`src/logic/dfel_cfg.svh`:
```
// Offsets, field positions, reset values and timing figures of the fault latch block
`ifndef DFEL_CFG_SVH
`define DFEL_CFG_SVH

// ----------------------------------------------------------------
// Register map (byte addresses)
// ----------------------------------------------------------------
`define DFEL_ADDR_W       8
`define DFEL_REG_STATUS   8'h00
`define DFEL_REG_IRQ_STAT 8'h04
`define DFEL_REG_IRQ_MASK 8'h08
`define DFEL_REG_CTRL     8'h0C

// ----------------------------------------------------------------
// Field positions
// ----------------------------------------------------------------
`define DFEL_ST_FAULT     0
`define DFEL_ST_NST       1
`define DFEL_ST_SEEK_ERR  2
`define DFEL_ST_LOCK      3
`define DFEL_ST_READY     4
`define DFEL_ST_ERR_LSB   8
`define DFEL_CTRL_MAINT   0
`define DFEL_IRQ_W        4
`define DFEL_IRQ_FAULT    0
`define DFEL_IRQ_NST      1
`define DFEL_IRQ_SEEK     2
`define DFEL_IRQ_LOCK     3
`define DFEL_IRQ_MASK_RST 4'h0

// ----------------------------------------------------------------
// Device figures and timing
// ----------------------------------------------------------------
`define DFEL_HEADS        5
`define DFEL_CYL_W        10
`define DFEL_MAX_CYL      10'h336
`define DFEL_CLK_KHZ      20000
`define DFEL_NST_MS       350
`define DFEL_SEEK_MS      500
`define DFEL_WGAP_CYC     16
`define DFEL_TMR_W        24

`endif

```
`src/logic/dfel_pkg.sv`:
```
// Types shared by the fault latch block, its assertions and its bench
package dfel_pkg;

  // Write channel health sense lines
  typedef struct packed {
    logic wdrv_out_low;
    logic wdrv_cur_low;
    logic v22_low;
    logic wdata_edge;
  } dfel_wr_sense_t;

  // Supply comparators, high means below operating level
  typedef struct packed {
    logic v42_low;
    logic v5_low;
    logic v20_low;
  } dfel_supply_t;

  // Release requests from panel, fault card and controller
  typedef struct packed {
    logic panel_sw;
    logic maint_sw;
    logic ctl_release;
    logic ctl_master;
  } dfel_clear_t;

  // Per-error latches
  typedef struct packed {
    logic volt;
    logic offcyl;
    logic rw;
    logic head;
    logic wr;
  } dfel_err_t;

  // Whole state of the top module
  typedef struct packed {
    logic        fault;
    dfel_err_t   err;
    logic        nst;
    logic        seek_err;
    logic        lock;
    logic        load_busy;
    logic        seek_busy;
    logic        rtz_pulse;
    logic        maint_req;
    logic [3:0]  irq_stat;
    logic [3:0]  irq_mask;
    logic [31:0] rdata;
  } dfel_state_t;

endpackage

```
`src/logic/dfel_timer.sv`:
```
// Timeout counter whose flag rises one count before its limit and holds there while running
`timescale 1ns/1ns
`include "dfel_cfg.svh"

module dfel_timer #(
  parameter int              W     = `DFEL_TMR_W,
  parameter logic [W-1:0]    LIMIT = '1
) (
  input  wire logic clk,
  input  wire logic reset,
  input  wire logic clear,
  input  wire logic run,
  output logic      expired
);

  logic [W-1:0] count_r;
  logic [W-1:0] count_nxt;
  logic         hit;

  // Count stops at the limit instead of wrapping
  assign hit = (count_r == LIMIT - W'(1));

  always_comb begin
    count_nxt = count_r;
    if (clear) begin
      count_nxt = '0;
    end else if (run && !hit && count_r != LIMIT) begin
      count_nxt = count_r + W'(1);
    end else if (run && hit) begin
      count_nxt = LIMIT;
    end
  end

  always_ff @(posedge clk or posedge reset) begin
    if (reset) begin
      count_r <= '0;
    end else begin
      count_r <= count_nxt;
    end
  end

  // High from one count before the limit on while still running, so a stall stays visible
  assign expired = run && !clear && (hit || count_r == LIMIT);

endmodule

```
`src/logic/dfel_top.sv`:
```
// Fault, per-error, no-servo-tracks and seek error latches of the drive
//
// Implementation choices: the register offsets and strobed register access.
`timescale 1ns/1ns
`include "dfel_cfg.svh"

// Operation
// - Fault latch: fault line, lamp, not ready, inhibit
// - Fault releases by any clear, causes gone
// - Per-error latches cleared only by strong clears
// - Write fault from driver, supply, transitions
// - More than one head enabled is fault
// - Read and write windows together fault
// - Read or write while unsettled faults
// - Low 42, 5 or 20 volt rail faults
// - Low speed/voltage: lockout, retract, lockout unlatched
// - No dibits in 350 ms: latch, unload
// - No-servo latch blocks loads, fault-style release
// - Seek error: timeout, travel limit, bad cylinder
// - Seek error line, seeks refused, zero seek clears
module dfel_top
  import dfel_pkg::*;
#(
  parameter int unsigned NST_CYC  = `DFEL_NST_MS * `DFEL_CLK_KHZ,
  parameter int unsigned SEEK_CYC = `DFEL_SEEK_MS * `DFEL_CLK_KHZ,
  parameter int unsigned WGAP_CYC = `DFEL_WGAP_CYC,
  parameter int          HEADS    = `DFEL_HEADS,
  parameter int          CYL_W    = `DFEL_CYL_W
) (
  input  wire logic                     clk,
  input  wire logic                     reset,
  // Register port
  input  wire logic [`DFEL_ADDR_W-1:0]  addr,
  input  wire logic [31:0]              wdata,
  input  wire logic                     wr_stb,
  input  wire logic                     rd_stb,
  output logic      [31:0]              rdata,
  output logic                          irq,
  // Release sources
  input  wire dfel_pkg::dfel_clear_t    clr,
  // Sense lines
  input  wire dfel_pkg::dfel_wr_sense_t wr_sense,
  input  wire dfel_pkg::dfel_supply_t   supply,
  input  wire logic                     speed_low,
  input  wire logic [HEADS-1:0]         head_en,
  input  wire logic                     read_gate,
  input  wire logic                     write_gate,
  input  wire logic                     track_unsettled,
  // Load and seek sequencing
  input  wire logic                     load_start,
  input  wire logic                     dibit_seen,
  input  wire logic                     seek_start,
  input  wire logic [CYL_W-1:0]         seek_cyl,
  input  wire logic                     travel_limit,
  input  wire logic                     zero_seek_cmd,
  // Outputs toward controller, panel and servo
  output logic                          fault_line,
  output logic                          fault_lamp,
  output logic                          unit_ready,
  output logic                          write_inhibit,
  output logic                          load_inhibit,
  output logic                          write_lockout,
  output logic                          emergency_retract,
  output logic                          return_to_zero_seek,
  output logic                          seek_error,
  output logic                          seek_inhibit,
  output logic                          load_busy,
  output logic                          seek_busy
);

  import dfel_pkg::*;

  // ----------------------------------------------------------------
  // State and timers
  // ----------------------------------------------------------------
  dfel_state_t s_r;
  dfel_state_t s_nxt;

  dfel_err_t   err_now;
  logic        cause_now;
  logic        rel_any;
  logic        rel_strong;
  logic        lock_now;
  logic        load_go;
  logic        seek_go;
  logic        bad_cyl;
  logic        nst_exp;
  logic        seek_exp;
  logic        wgap_exp;
  logic        fault_set;
  logic        nst_set;
  logic        seek_set;
  logic [3:0]  ev;
  logic [31:0] status_word;

  // Dibit search window after a load starts
  dfel_timer #(
    .W     (`DFEL_TMR_W),
    .LIMIT (`DFEL_TMR_W'(NST_CYC))
  ) u_nst_tmr (
    .clk     (clk),
    .reset   (reset),
    .clear   (load_go),
    .run     (s_r.load_busy),
    .expired (nst_exp)
  );

  // Settle window after a seek starts
  dfel_timer #(
    .W     (`DFEL_TMR_W),
    .LIMIT (`DFEL_TMR_W'(SEEK_CYC))
  ) u_seek_tmr (
    .clk     (clk),
    .reset   (reset),
    .clear   (seek_go),
    .run     (s_r.seek_busy),
    .expired (seek_exp)
  );

  // Gap without write data transitions inside the write window
  dfel_timer #(
    .W     (`DFEL_TMR_W),
    .LIMIT (`DFEL_TMR_W'(WGAP_CYC))
  ) u_wgap_tmr (
    .clk     (clk),
    .reset   (reset),
    .clear   (wr_sense.wdata_edge || !write_gate),
    .run     (write_gate),
    .expired (wgap_exp)
  );

  // ----------------------------------------------------------------
  // Fault causes
  // ----------------------------------------------------------------
  // Write channel faults
  assign err_now.wr = wr_sense.wdrv_out_low || wr_sense.wdrv_cur_low
                      || wr_sense.v22_low || wgap_exp;
  // Any two heads enabled at once
  assign err_now.head   = |(head_en & (head_en - HEADS'(1)));
  assign err_now.rw     = read_gate && write_gate;
  assign err_now.offcyl = (read_gate || write_gate) && track_unsettled;
  assign err_now.volt   = supply.v42_low || supply.v5_low || supply.v20_low;

  // Every cause, the write data gap included, is a level that blocks release
  assign cause_now = |err_now;

  // Release groups; the strong group also clears per-error history
  assign rel_any    = clr.panel_sw || clr.maint_sw || clr.ctl_release
                      || clr.ctl_master || s_r.maint_req;
  assign rel_strong = clr.maint_sw || clr.ctl_master || s_r.maint_req;

  // Speed or supply trouble locks out writing and retracts; only supply trouble faults
  assign lock_now = speed_low || err_now.volt;

  // ----------------------------------------------------------------
  // Load and seek acceptance
  // ----------------------------------------------------------------
  // Loads refused while the no-servo latch or the fault latch stands
  assign load_go = load_start && !s_r.nst && !s_r.fault;
  // Seeks refused while the seek error latch stands
  assign seek_go = seek_start && !s_r.seek_err;
  assign bad_cyl = seek_go && (seek_cyl > CYL_W'(`DFEL_MAX_CYL));

  assign fault_set = cause_now;
  assign nst_set   = nst_exp && !dibit_seen;
  assign seek_set  = (seek_exp && track_unsettled) || travel_limit
                     || bad_cyl;

  // ----------------------------------------------------------------
  // Status word seen by software
  // ----------------------------------------------------------------
  always_comb begin
    status_word = '0;
    status_word[`DFEL_ST_FAULT]    = s_r.fault;
    status_word[`DFEL_ST_NST]      = s_r.nst;
    status_word[`DFEL_ST_SEEK_ERR] = s_r.seek_err;
    status_word[`DFEL_ST_LOCK]     = s_r.lock;
    status_word[`DFEL_ST_READY]    = unit_ready;
    status_word[`DFEL_ST_ERR_LSB +: 5] = s_r.err;
  end

  // ----------------------------------------------------------------
  // Next state
  // ----------------------------------------------------------------
  always_comb begin
    s_nxt = s_r;

    // Shared fault latch: release needs all causes gone, set wins
    if (rel_any && !cause_now) begin
      s_nxt.fault = 1'b0;
    end
    if (fault_set) begin
      s_nxt.fault = 1'b1;
    end

    // Per-error history survives the ordinary releases
    if (rel_strong) begin
      s_nxt.err = '0;
    end
    s_nxt.err = s_nxt.err | err_now;

    // Load window: ends on first dibit or on timeout
    if (load_go) begin
      s_nxt.load_busy = 1'b1;
    end else if (dibit_seen || nst_exp) begin
      s_nxt.load_busy = 1'b0;
    end

    // No-servo-tracks latch, same release as the fault latch
    if (rel_any) begin
      s_nxt.nst = 1'b0;
    end
    if (nst_set) begin
      s_nxt.nst = 1'b1;
    end
    // Unload request to the zero seek logic, one cycle
    s_nxt.rtz_pulse = nst_set;

    // Seek window: ends when settled, on timeout or on error
    if (seek_go && !bad_cyl) begin
      s_nxt.seek_busy = 1'b1;
    end else if (!track_unsettled || seek_exp || seek_set) begin
      s_nxt.seek_busy = 1'b0;
    end

    // Seek error latch, only a zero seek releases it
    if (zero_seek_cmd) begin
      s_nxt.seek_err = 1'b0;
    end
    if (seek_set) begin
      s_nxt.seek_err = 1'b1;
    end

    // Write lockout follows its causes, never latched
    s_nxt.lock = lock_now;

    // Register writes
    s_nxt.maint_req = 1'b0;
    if (wr_stb) begin
      unique case (addr)
        `DFEL_REG_IRQ_STAT: s_nxt.irq_stat = s_r.irq_stat & ~wdata[3:0];
        `DFEL_REG_IRQ_MASK: s_nxt.irq_mask = wdata[3:0];
        `DFEL_REG_CTRL:     s_nxt.maint_req = wdata[`DFEL_CTRL_MAINT];
        default: ;
      endcase
    end

    // Events on rising latch edges; a set beats a same-cycle clear
    ev = '0;
    ev[`DFEL_IRQ_FAULT] = s_nxt.fault && !s_r.fault;
    ev[`DFEL_IRQ_NST]   = s_nxt.nst && !s_r.nst;
    ev[`DFEL_IRQ_SEEK]  = s_nxt.seek_err && !s_r.seek_err;
    ev[`DFEL_IRQ_LOCK]  = lock_now && !s_r.lock;
    s_nxt.irq_stat = s_nxt.irq_stat | ev;

    // Read data valid in the cycle after the strobe only
    s_nxt.rdata = '0;
    if (rd_stb) begin
      unique case (addr)
        `DFEL_REG_STATUS:   s_nxt.rdata = status_word;
        `DFEL_REG_IRQ_STAT: s_nxt.rdata = {28'h0000000, s_r.irq_stat};
        `DFEL_REG_IRQ_MASK: s_nxt.rdata = {28'h0000000, s_r.irq_mask};
        default:            s_nxt.rdata = '0;
      endcase
    end
  end

  // ----------------------------------------------------------------
  // State register
  // ----------------------------------------------------------------
  // Power-down clears every latch; reset is the power-up release
  always_ff @(posedge clk or posedge reset) begin
    if (reset) begin
      s_r <= '{fault: 1'b0, err: '0, nst: 1'b0, seek_err: 1'b0,
               lock: 1'b0, load_busy: 1'b0, seek_busy: 1'b0,
               rtz_pulse: 1'b0, maint_req: 1'b0, irq_stat: '0,
               irq_mask: `DFEL_IRQ_MASK_RST, rdata: '0};
    end else begin
      s_r <= s_nxt;
    end
  end

  // ----------------------------------------------------------------
  // Outputs
  // ----------------------------------------------------------------
  // Fault latch drives line, lamp, ready and the write and load inhibits
  assign fault_line          = s_r.fault;
  assign fault_lamp          = s_r.fault || s_r.nst;
  assign unit_ready          = !s_r.fault;
  assign write_inhibit       = s_r.fault || s_r.lock;
  assign load_inhibit        = s_r.fault || s_r.nst;
  assign write_lockout       = s_r.lock;
  assign emergency_retract   = s_r.lock;
  assign return_to_zero_seek = s_r.rtz_pulse;
  assign seek_error          = s_r.seek_err;
  assign seek_inhibit        = s_r.seek_err;
  assign load_busy           = s_r.load_busy;
  assign seek_busy           = s_r.seek_busy;
  assign rdata               = s_r.rdata;
  // Level interrupt while any unmasked event bit stands
  assign irq                 = |(s_r.irq_stat & s_r.irq_mask);

endmodule

```
`config.mk`:
```
export PLATFORM = sky130hd
export DESIGN_NAME = dfel_top
export DESIGN_NICKNAME = d
export VERILOG_FILES = /design/src/logic/dfel_pkg.sv /design/src/logic/dfel_timer.sv /design/src/logic/dfel_top.sv
export VERILOG_INCLUDE_DIRS = /design/src /design/src/logic
export SDC_FILE = /design/constraint.sdc
export NUM_CORES = 1
export LEC_CHECK = 0
export BUFFER_PORTS_ARGS = -buffer_cell sky130_fd_sc_hd__buf_2
export CORE_ASPECT_RATIO = 0.5
export CORE_MARGIN = 1.5
export CORE_UTILIZATION = 56
export DETAILED_ROUTE_END_ITERATION = 8
export PLACE_DENSITY = 0.82
export SYNTH_ARGS = -nofsm -noshare
export SYNTH_HDL_FRONTEND = slang
export SYNTH_SLANG_ARGS = --single-unit
export TNS_END_PERCENT = 10
```
`constraint.sdc`:
```
create_clock -name clk -period 4.6 [get_ports clk]
set_input_delay 0.92 -clock clk [delete_from_list [all_inputs] [get_ports clk]]
set_output_delay 0.92 -clock clk [all_outputs]
set_load 0.01 [all_outputs]
```
==> impl_metrics.tcl, run 1 <==
set metrics [dict create \
    status "finished, final reports clean" \
    reg2reg_to "u_seek_tmr.count_r[12]" \
    coreArea_mm2 0.0103 \
    worstReg2RegStart "u_seek_tmr.count_r[0]" \
    drtIter0Drc 333 \
    ys_seq_elements 103 \
    initial_utilization_pct 58.2 \
    antenna_found_initial 1 \
    finalCritPeriodShare_pct 57.6 \
    ant_nets 0 \
    wl_per_cell_um 16.1 \
    grt_use_total_pct 25.4 \
    cts_buffers 9 \
    end_kind "flip-flop" \
    die_area_mm2 0.0114 \
    cp_data_arrival_time_ns 2.89 \
    layout-drive-gt1-share_pct 15.9 \
    finalSetupTns_ns 0 \
    reg2reg_setup_slack_ns 1.95 \
    h-tree-depth 3 \
    fin_crit_ns 2.65 \
    path_delay_family "compound AO/OA/AOI/OAI gates" \
    clkLatencyLatePin_ns 0.35 \
    yosysSeqAreaShare_pct 42.8 \
    areaGrowthSynthToFinish_pct 9.56 \
    core.rowCount 26 \
    io_pins 124 \
    hpwl_mm 9.44 \
    synth_async_sr_flop_share_pct 100 \
    clkSlewWorstSetupHoldPaths_ns 0.07 \
    slew_headroom_pct 23.1 \
    vias 5221 \
    min_path_type "flip-flop to flip-flop" \
    critical_path_depth 7 \
    avgSynthCellArea_um2 9.02 \
    crit_chain "inv_1 -> ha_1 -> nor4b_1 -> and3_1 -> a31oi_1 -> o21ai_0 -> a22o_1" \
    grt_max_degree 79 \
    syn_inst 667 \
    synth_edf_count 0 \
    cellPowerDensity_mw_per_mm2 318 \
    path_class "flip-flop to flip-flop" \
    drv_cap 0 \
    ys_types 71 \
    rsz0062_at_grt "no" \
    final_nets 795 \
    drv_slew 0 \
    cts_root_buf "clkbuf_16" \
    critPathMaxStageDelay_ns 0.94 \
    synth_area_leaders "dfrtp_1 (43%), buf_4 (4.5%), nor2_1 (3.9%)" \
    gp_congestion 0.878 \
    finalHoldViolations 0 \
    critPathCapture "u_seek_tmr.count_r[12]" \
    ys_warn_count 0 \
    clock_path_buffers 2 \
    vias_per_cell 6.10 \
    synth_top_cell_by_area "dfrtp_1" \
    grt_pass1_wl_mm 23.2 \
    p_leak_nw 2.81 \
    critPathBufInv 1 \
    r2r_cells 7 \
    dpl.cell_count 839 \
    post_cts_buffers 0 \
    ir_worst_vdd_mv 0.171 \
    grt_pass1_vias 4918 \
    fp.dieW_um 150 \
    drcViolationCount 0 \
    overflow 0 \
    critPathSlowestCell "a31oi_1" \
    routed_wl_mm 13.8 \
    fmax_ghz 0.378 \
    finClkSkew_ns 0.00866 \
    worstMarginPinSlew_ns 1.15 \
    total_power_w 0.00210 \
    preCtsSetupSlack_ns 1.80 \
    cp_max_fo 13 \
    cts_hold_buf 0 \
    finalSetupViolations 0 \
    critPathLaunch "u_seek_tmr.count_r[0]" \
    dr.pass1.iters 5 \
    start_kind "flip-flop" \
    portBuffers 73 \
    die_h_um 76.3 \
    fin_cells 856 \
    synth_top_area_share_pct 42.8 \
    syn_area_mm2 0.00602 \
    ctsResizeCount 0 \
    cts_tree "built" \
    synthFlopType "dfrtp_1" \
    setup_ws_ns 1.95 \
    cts.sinks 103 \
    crit_required_ns 4.84 \
]
## worst min path at each step
stage | startpoint | end | slack (ns) | depth (start not counted)
floorplan | s_r[50] | s_r[50] | 0.43 | 2
global placement | s_r[50] | s_r[50] | 0.44 | 2
detailed placement | s_r[50] | s_r[50] | 0.47 | 2
CTS | s_r[48] | s_r[48] | 0.49 | 1
global route | s_r[51] | s_r[51] | 0.50 | 1
finish | s_r[48] | s_r[48] | 0.49 | 1
## registers in the layout (all words and copies together), names as in the netlist, 10 cells and up
register and flops:
u_seek_tmr.count_r 24, s_r 15, rdata 10, u_nst_tmr.count_r 24
u_wgap_tmr.count_r 24
## cell families (layout without fill, tap and decap cells)
group                      after synthesis  in the layout  share of synthesized area [%]
other                                    1             23                         0.0623
muxes                                   11             11                           1.91
AOI/OAI and AO/OA                      124            124                           14.4
and+or+nand+nor                        306            306                           27.5
DFF                                    103            103                           42.8
buffers and inverters                   90            117                           8.27
adders and majority gates                7              7                           1.41
xor gates and xnor gates                25             25                           3.64
## Yosys cell counts (7+ instances only)
library cell and instances:
nor4_1 15, a31oi_1 24, dfrtp_1 103, xor2_1 11, nand2b_1 7, and2_1 9
nor3_1 23, nand2_1 54, nor2_1 62, a22o_1 10, nand3b_1 10, inv_1 23
o21ai_0 23, buf_2 7, buf_4 36, mux2i_1 7, clkbuf_1 21, and3_1 16
nand3_1 38, and4_1 8, or3_1 7, xnor2_1 14, a21oi_1 10, nand4_1 31
## power by group
part           internal (W)  leakage, nW  total [W]  switching (W)
registers          0.000959         1.34    0.00104      0.0000805
logic              0.000100         1.31   0.000228       0.000128
clock network      0.000506        0.160   0.000832       0.000325
total               0.00157         2.81    0.00210       0.000534
## cell type report
type                       instances  area, um2
fill                             833       3750
multi-input combinational        495       3020
sequential                       103       2580
timing repair buffer              78        403
clock buffer                      13        260
tap                              140        175
inverter                          23       88.8
clock inverter                     3       65.1
antenna                            1       2.50
## worst reg2reg max path: stages, from the launching register on
cell and delay, ns:
dfrtp_1 0.45, inv_1 0.07, ha_1 0.20, nor4b_1 0.14, and3_1 0.24, a31oi_1 0.94, o21ai_0 0.25, a22o_1 0.24
## layer usage
layer | part of all wire [%] | track usage [%]
met3 | 4.8 | 5.51
met1 | 43 | 32.4
met2 | 49 | 42.2
met5 | 0 | 0
met4 | 2.5 | 10.2
## cells in the final DEF (no fill, tap or decap), types with 3 or more instances in the layout
master     count
nor4_1        15
or2_2          4
o211ai_1       6
and4_1         8
o21ai_0       23
o22ai_1        6
nor2_1        62
nand3b_1      10
nor3b_1        4
clkbuf_16      9
ha_1           6
and3_1        16
nand4_1       31
xnor2_1       14
mux2_2         4
nand2_1       54
or3_1          7
a31oi_1       24
buf_2         73
a21o_1         4
nor2b_1        4
dfrtp_1      103
xor2_1        11
o21ai_1        5
a21oi_1       10
conb_1        22
nor3_1        23
a211oi_1       4
mux2i_1        7
inv_1         22
a22oi_1        3
and2_1         9
buf_4          5
nand2b_1       7
nand3_1       38
a22o_1        10
## stage by stage
| stage | area [um2] | hold slack [ns] | utilization [%] |
|---|---|---|---|
| global route | 6600 | 0.504 | 63.8 |
| global placement | 6270 | 0.440 | 60.6 |
| detailed placement | 6270 | 0.468 | 60.6 |
| finish | 6600 | 0.492 | 63.8 |
| CTS | 6590 | 0.487 | 63.7 |
| floorplan | 6100 | 0.430 | - |
No activity file was read; power rests on OpenSTA's default activity.
==> inputs of run 2 (changes only) <==
Clock period 4.6 ns to 2.7 ns, I/O delays scaled along.
==> run 2 against run 1 <==
Compared with the run above: first-iteration DRC count fell by 2.4%; total power rose by 64%; setup slack got worse by 1.6 ns; global-route usage rose by 1.4 points; clock power rose by 51%; flip-flop and latch count did not move; register-to-register slack got worse by 1.6 ns; clock skew rose by 0.00066 ns; hold slack got worse by 0.17 ns; clock-buffer cell count fell by 4; sequential share of layout area fell by 0.44 points; die area did not move; critical endpoint is now u_wgap_tmr.count_r[3]; highest routed layer unchanged.
==> impl_metrics.tcl, run 2 (synthesis gave the netlist of run 1 again) <==
set metrics [dict create \
    h-tree-depth 3 \
    layout-drive-gt1-share_pct 18.1 \
    crit_required_ns 2.93 \
    cellPowerDensity_mw_per_mm2 516 \
    overflow 0 \
    grt_pass1_vias 5173 \
    clkSlewWorstSetupHoldPaths_ns 0.08 \
    die_area_mm2 0.0114 \
    finalSetupViolations 0 \
    reg2reg_setup_slack_ns 0.36 \
    total_power_w 0.00344 \
    critical_path_depth 7 \
    drv_slew 0 \
    coreArea_mm2 0.0103 \
    grt-busiest-layer "met2" \
    cp_data_arrival_time_ns 2.57 \
    grt_util_met2_pct 45.5 \
    final_common_cell "dfrtp_1" \
    vias 5354 \
    critPathSlowestCell "dfrtp_1" \
    areaGrowthSynthToFinish_pct 10.8 \
    critPathBufInv 1 \
    p_leak_nw 2.87 \
    cts_hold_buf 0 \
    vias_per_cell 6.15 \
    r2r_cells 7 \
    worstMarginPinSlew_ns 0.939 \
    min_path_type "input port to asynchronous set/reset pin" \
    routed_wl_mm 14.5 \
    gp_congestion 0.885 \
    grtUsageMet1_pct 33.4 \
    portBuffers 73 \
    antenna_found_initial 0 \
    hpwl_mm 10.2 \
    cts_root_buf "clkbuf_16" \
    clkLatencyLatePin_ns 0.35 \
    ir_worst_vdd_mv 0.331 \
    io_pins 124 \
    cts.sinks 103 \
    finalSetupTns_ns 0 \
    layout_common_cells "dfrtp_1 (103), buf_2 (73), nor2_1 (62)" \
    grt_use_total_pct 26.8 \
    clock_path_buffers 2 \
    finClkSkew_ns 0.00932 \
    final_nets 811 \
    ctsResizeCount 0 \
    grt_pass1_wl_mm 24.5 \
    wl_per_cell_um 16.7 \
    post_cts_buffers 0 \
    end_kind "flip-flop" \
    start_kind "flip-flop" \
    status "finished, final reports clean" \
    reg_top3 "u_nst_tmr.count_r: 24 flops, u_seek_tmr.count_r: 24 flops, u_wgap_tmr.count_r: 24 flops" \
    path_delay_family "simple AND/OR/NAND/NOR gates" \
    ant_nets 0 \
    initial_utilization_pct 58.2 \
    critPathMaxStageDelay_ns 0.44 \
    antenna_cells_inserted 0 \
    die_h_um 76.3 \
    cts_tree "built" \
    drtIter0Drc 325 \
    fillers 860 \
    worstReg2RegStart "u_wgap_tmr.count_r[0]" \
    drv_cap 0 \
    crit_chain "ha_1 -> nand3_1 -> o32a_1 -> or3_1 -> o21ai_1 -> buf_4 -> nor2_1" \
    path_class "flip-flop to flip-flop" \
    slew_headroom_pct 37.1 \
    gr-usage-met3_pct 5.39 \
    fin_crit_ns 2.34 \
    cp_max_fo 17 \
    drcViolationCount 0 \
    finalCritPeriodShare_pct 86.6 \
    grt_max_degree 35 \
    finalHoldViolations 0 \
    fp.dieW_um 150 \
    dr.pass1.iters 5 \
    cts_buffers 9 \
    rsz0062_at_grt "no" \
    fmax_ghz 0.428 \
    core.rowCount 26 \
    reg2reg_to "u_wgap_tmr.count_r[3]" \
]
==> run 2: power breakdown <==
group | total, W | switching (W) | internal (W)
combinational | 0.000410 | 0.000225 | 0.000185
sequential | 0.00177 | 0.000140 | 0.00163
clock | 0.00126 | 0.000623 | 0.000638
total | 0.00344 | 0.000988 | 0.00246
==> run 2: worst max-delay path by stage <==
stage                                   to  slack [ns]             startpoint
floorplan             u_nst_tmr.count_r[3]        0.64   u_nst_tmr.count_r[0]
global placement    u_seek_tmr.count_r[19]        0.43  u_seek_tmr.count_r[0]
detailed placement  u_seek_tmr.count_r[20]        0.38  u_seek_tmr.count_r[0]
CTS                 u_seek_tmr.count_r[12]        0.36  u_seek_tmr.count_r[0]
global route        u_seek_tmr.count_r[12]        0.20  u_seek_tmr.count_r[0]
finish               u_wgap_tmr.count_r[3]        0.36  u_wgap_tmr.count_r[0]
==> run 2: cell type report <==
cell class | instances | area (um2) | area share, %
multi-input combinational | 495 | 3020 | 45.3
sequential | 103 | 2580 | 38.6
timing repair buffer | 94 | 523 | 7.84
clock buffer | 9 | 225 | 3.38
tap | 140 | 175 | 2.63
inverter | 23 | 90.1 | 1.35
clock inverter | 7 | 56.3 | 0.844
==> run 2: stage by stage <==
step | worst slack [ns] | cell area [um2] | hold slack (ns) | utilization, % | std cells
6_report | 0.361 | 6670 | 0.319 | 64.5 | 871
3_5_place_dp | 0.376 | 6390 | 0.449 | 61.8 | 855
4_1_cts | 0.364 | 6670 | 0.338 | 64.5 | 871
3_3_place_gp | 0.426 | 6390 | 0.441 | 61.8 | 855
2_1_floorplan | 0.638 | 6100 | 0.430 | - | 688
5_1_grt | 0.196 | 6670 | 0.368 | 64.5 | 871
==> run 2: per-layer routing <==
| layer | vias to the layer above | part of all wire [%] |
|---|---|---|
| met4 | 0 | 2.6 |
| li1 | 2504 | - |
| met2 | 196 | 51 |
| met1 | 2619 | 42 |
| met5 | - | 0 |
| met3 | 35 | 5.1 |
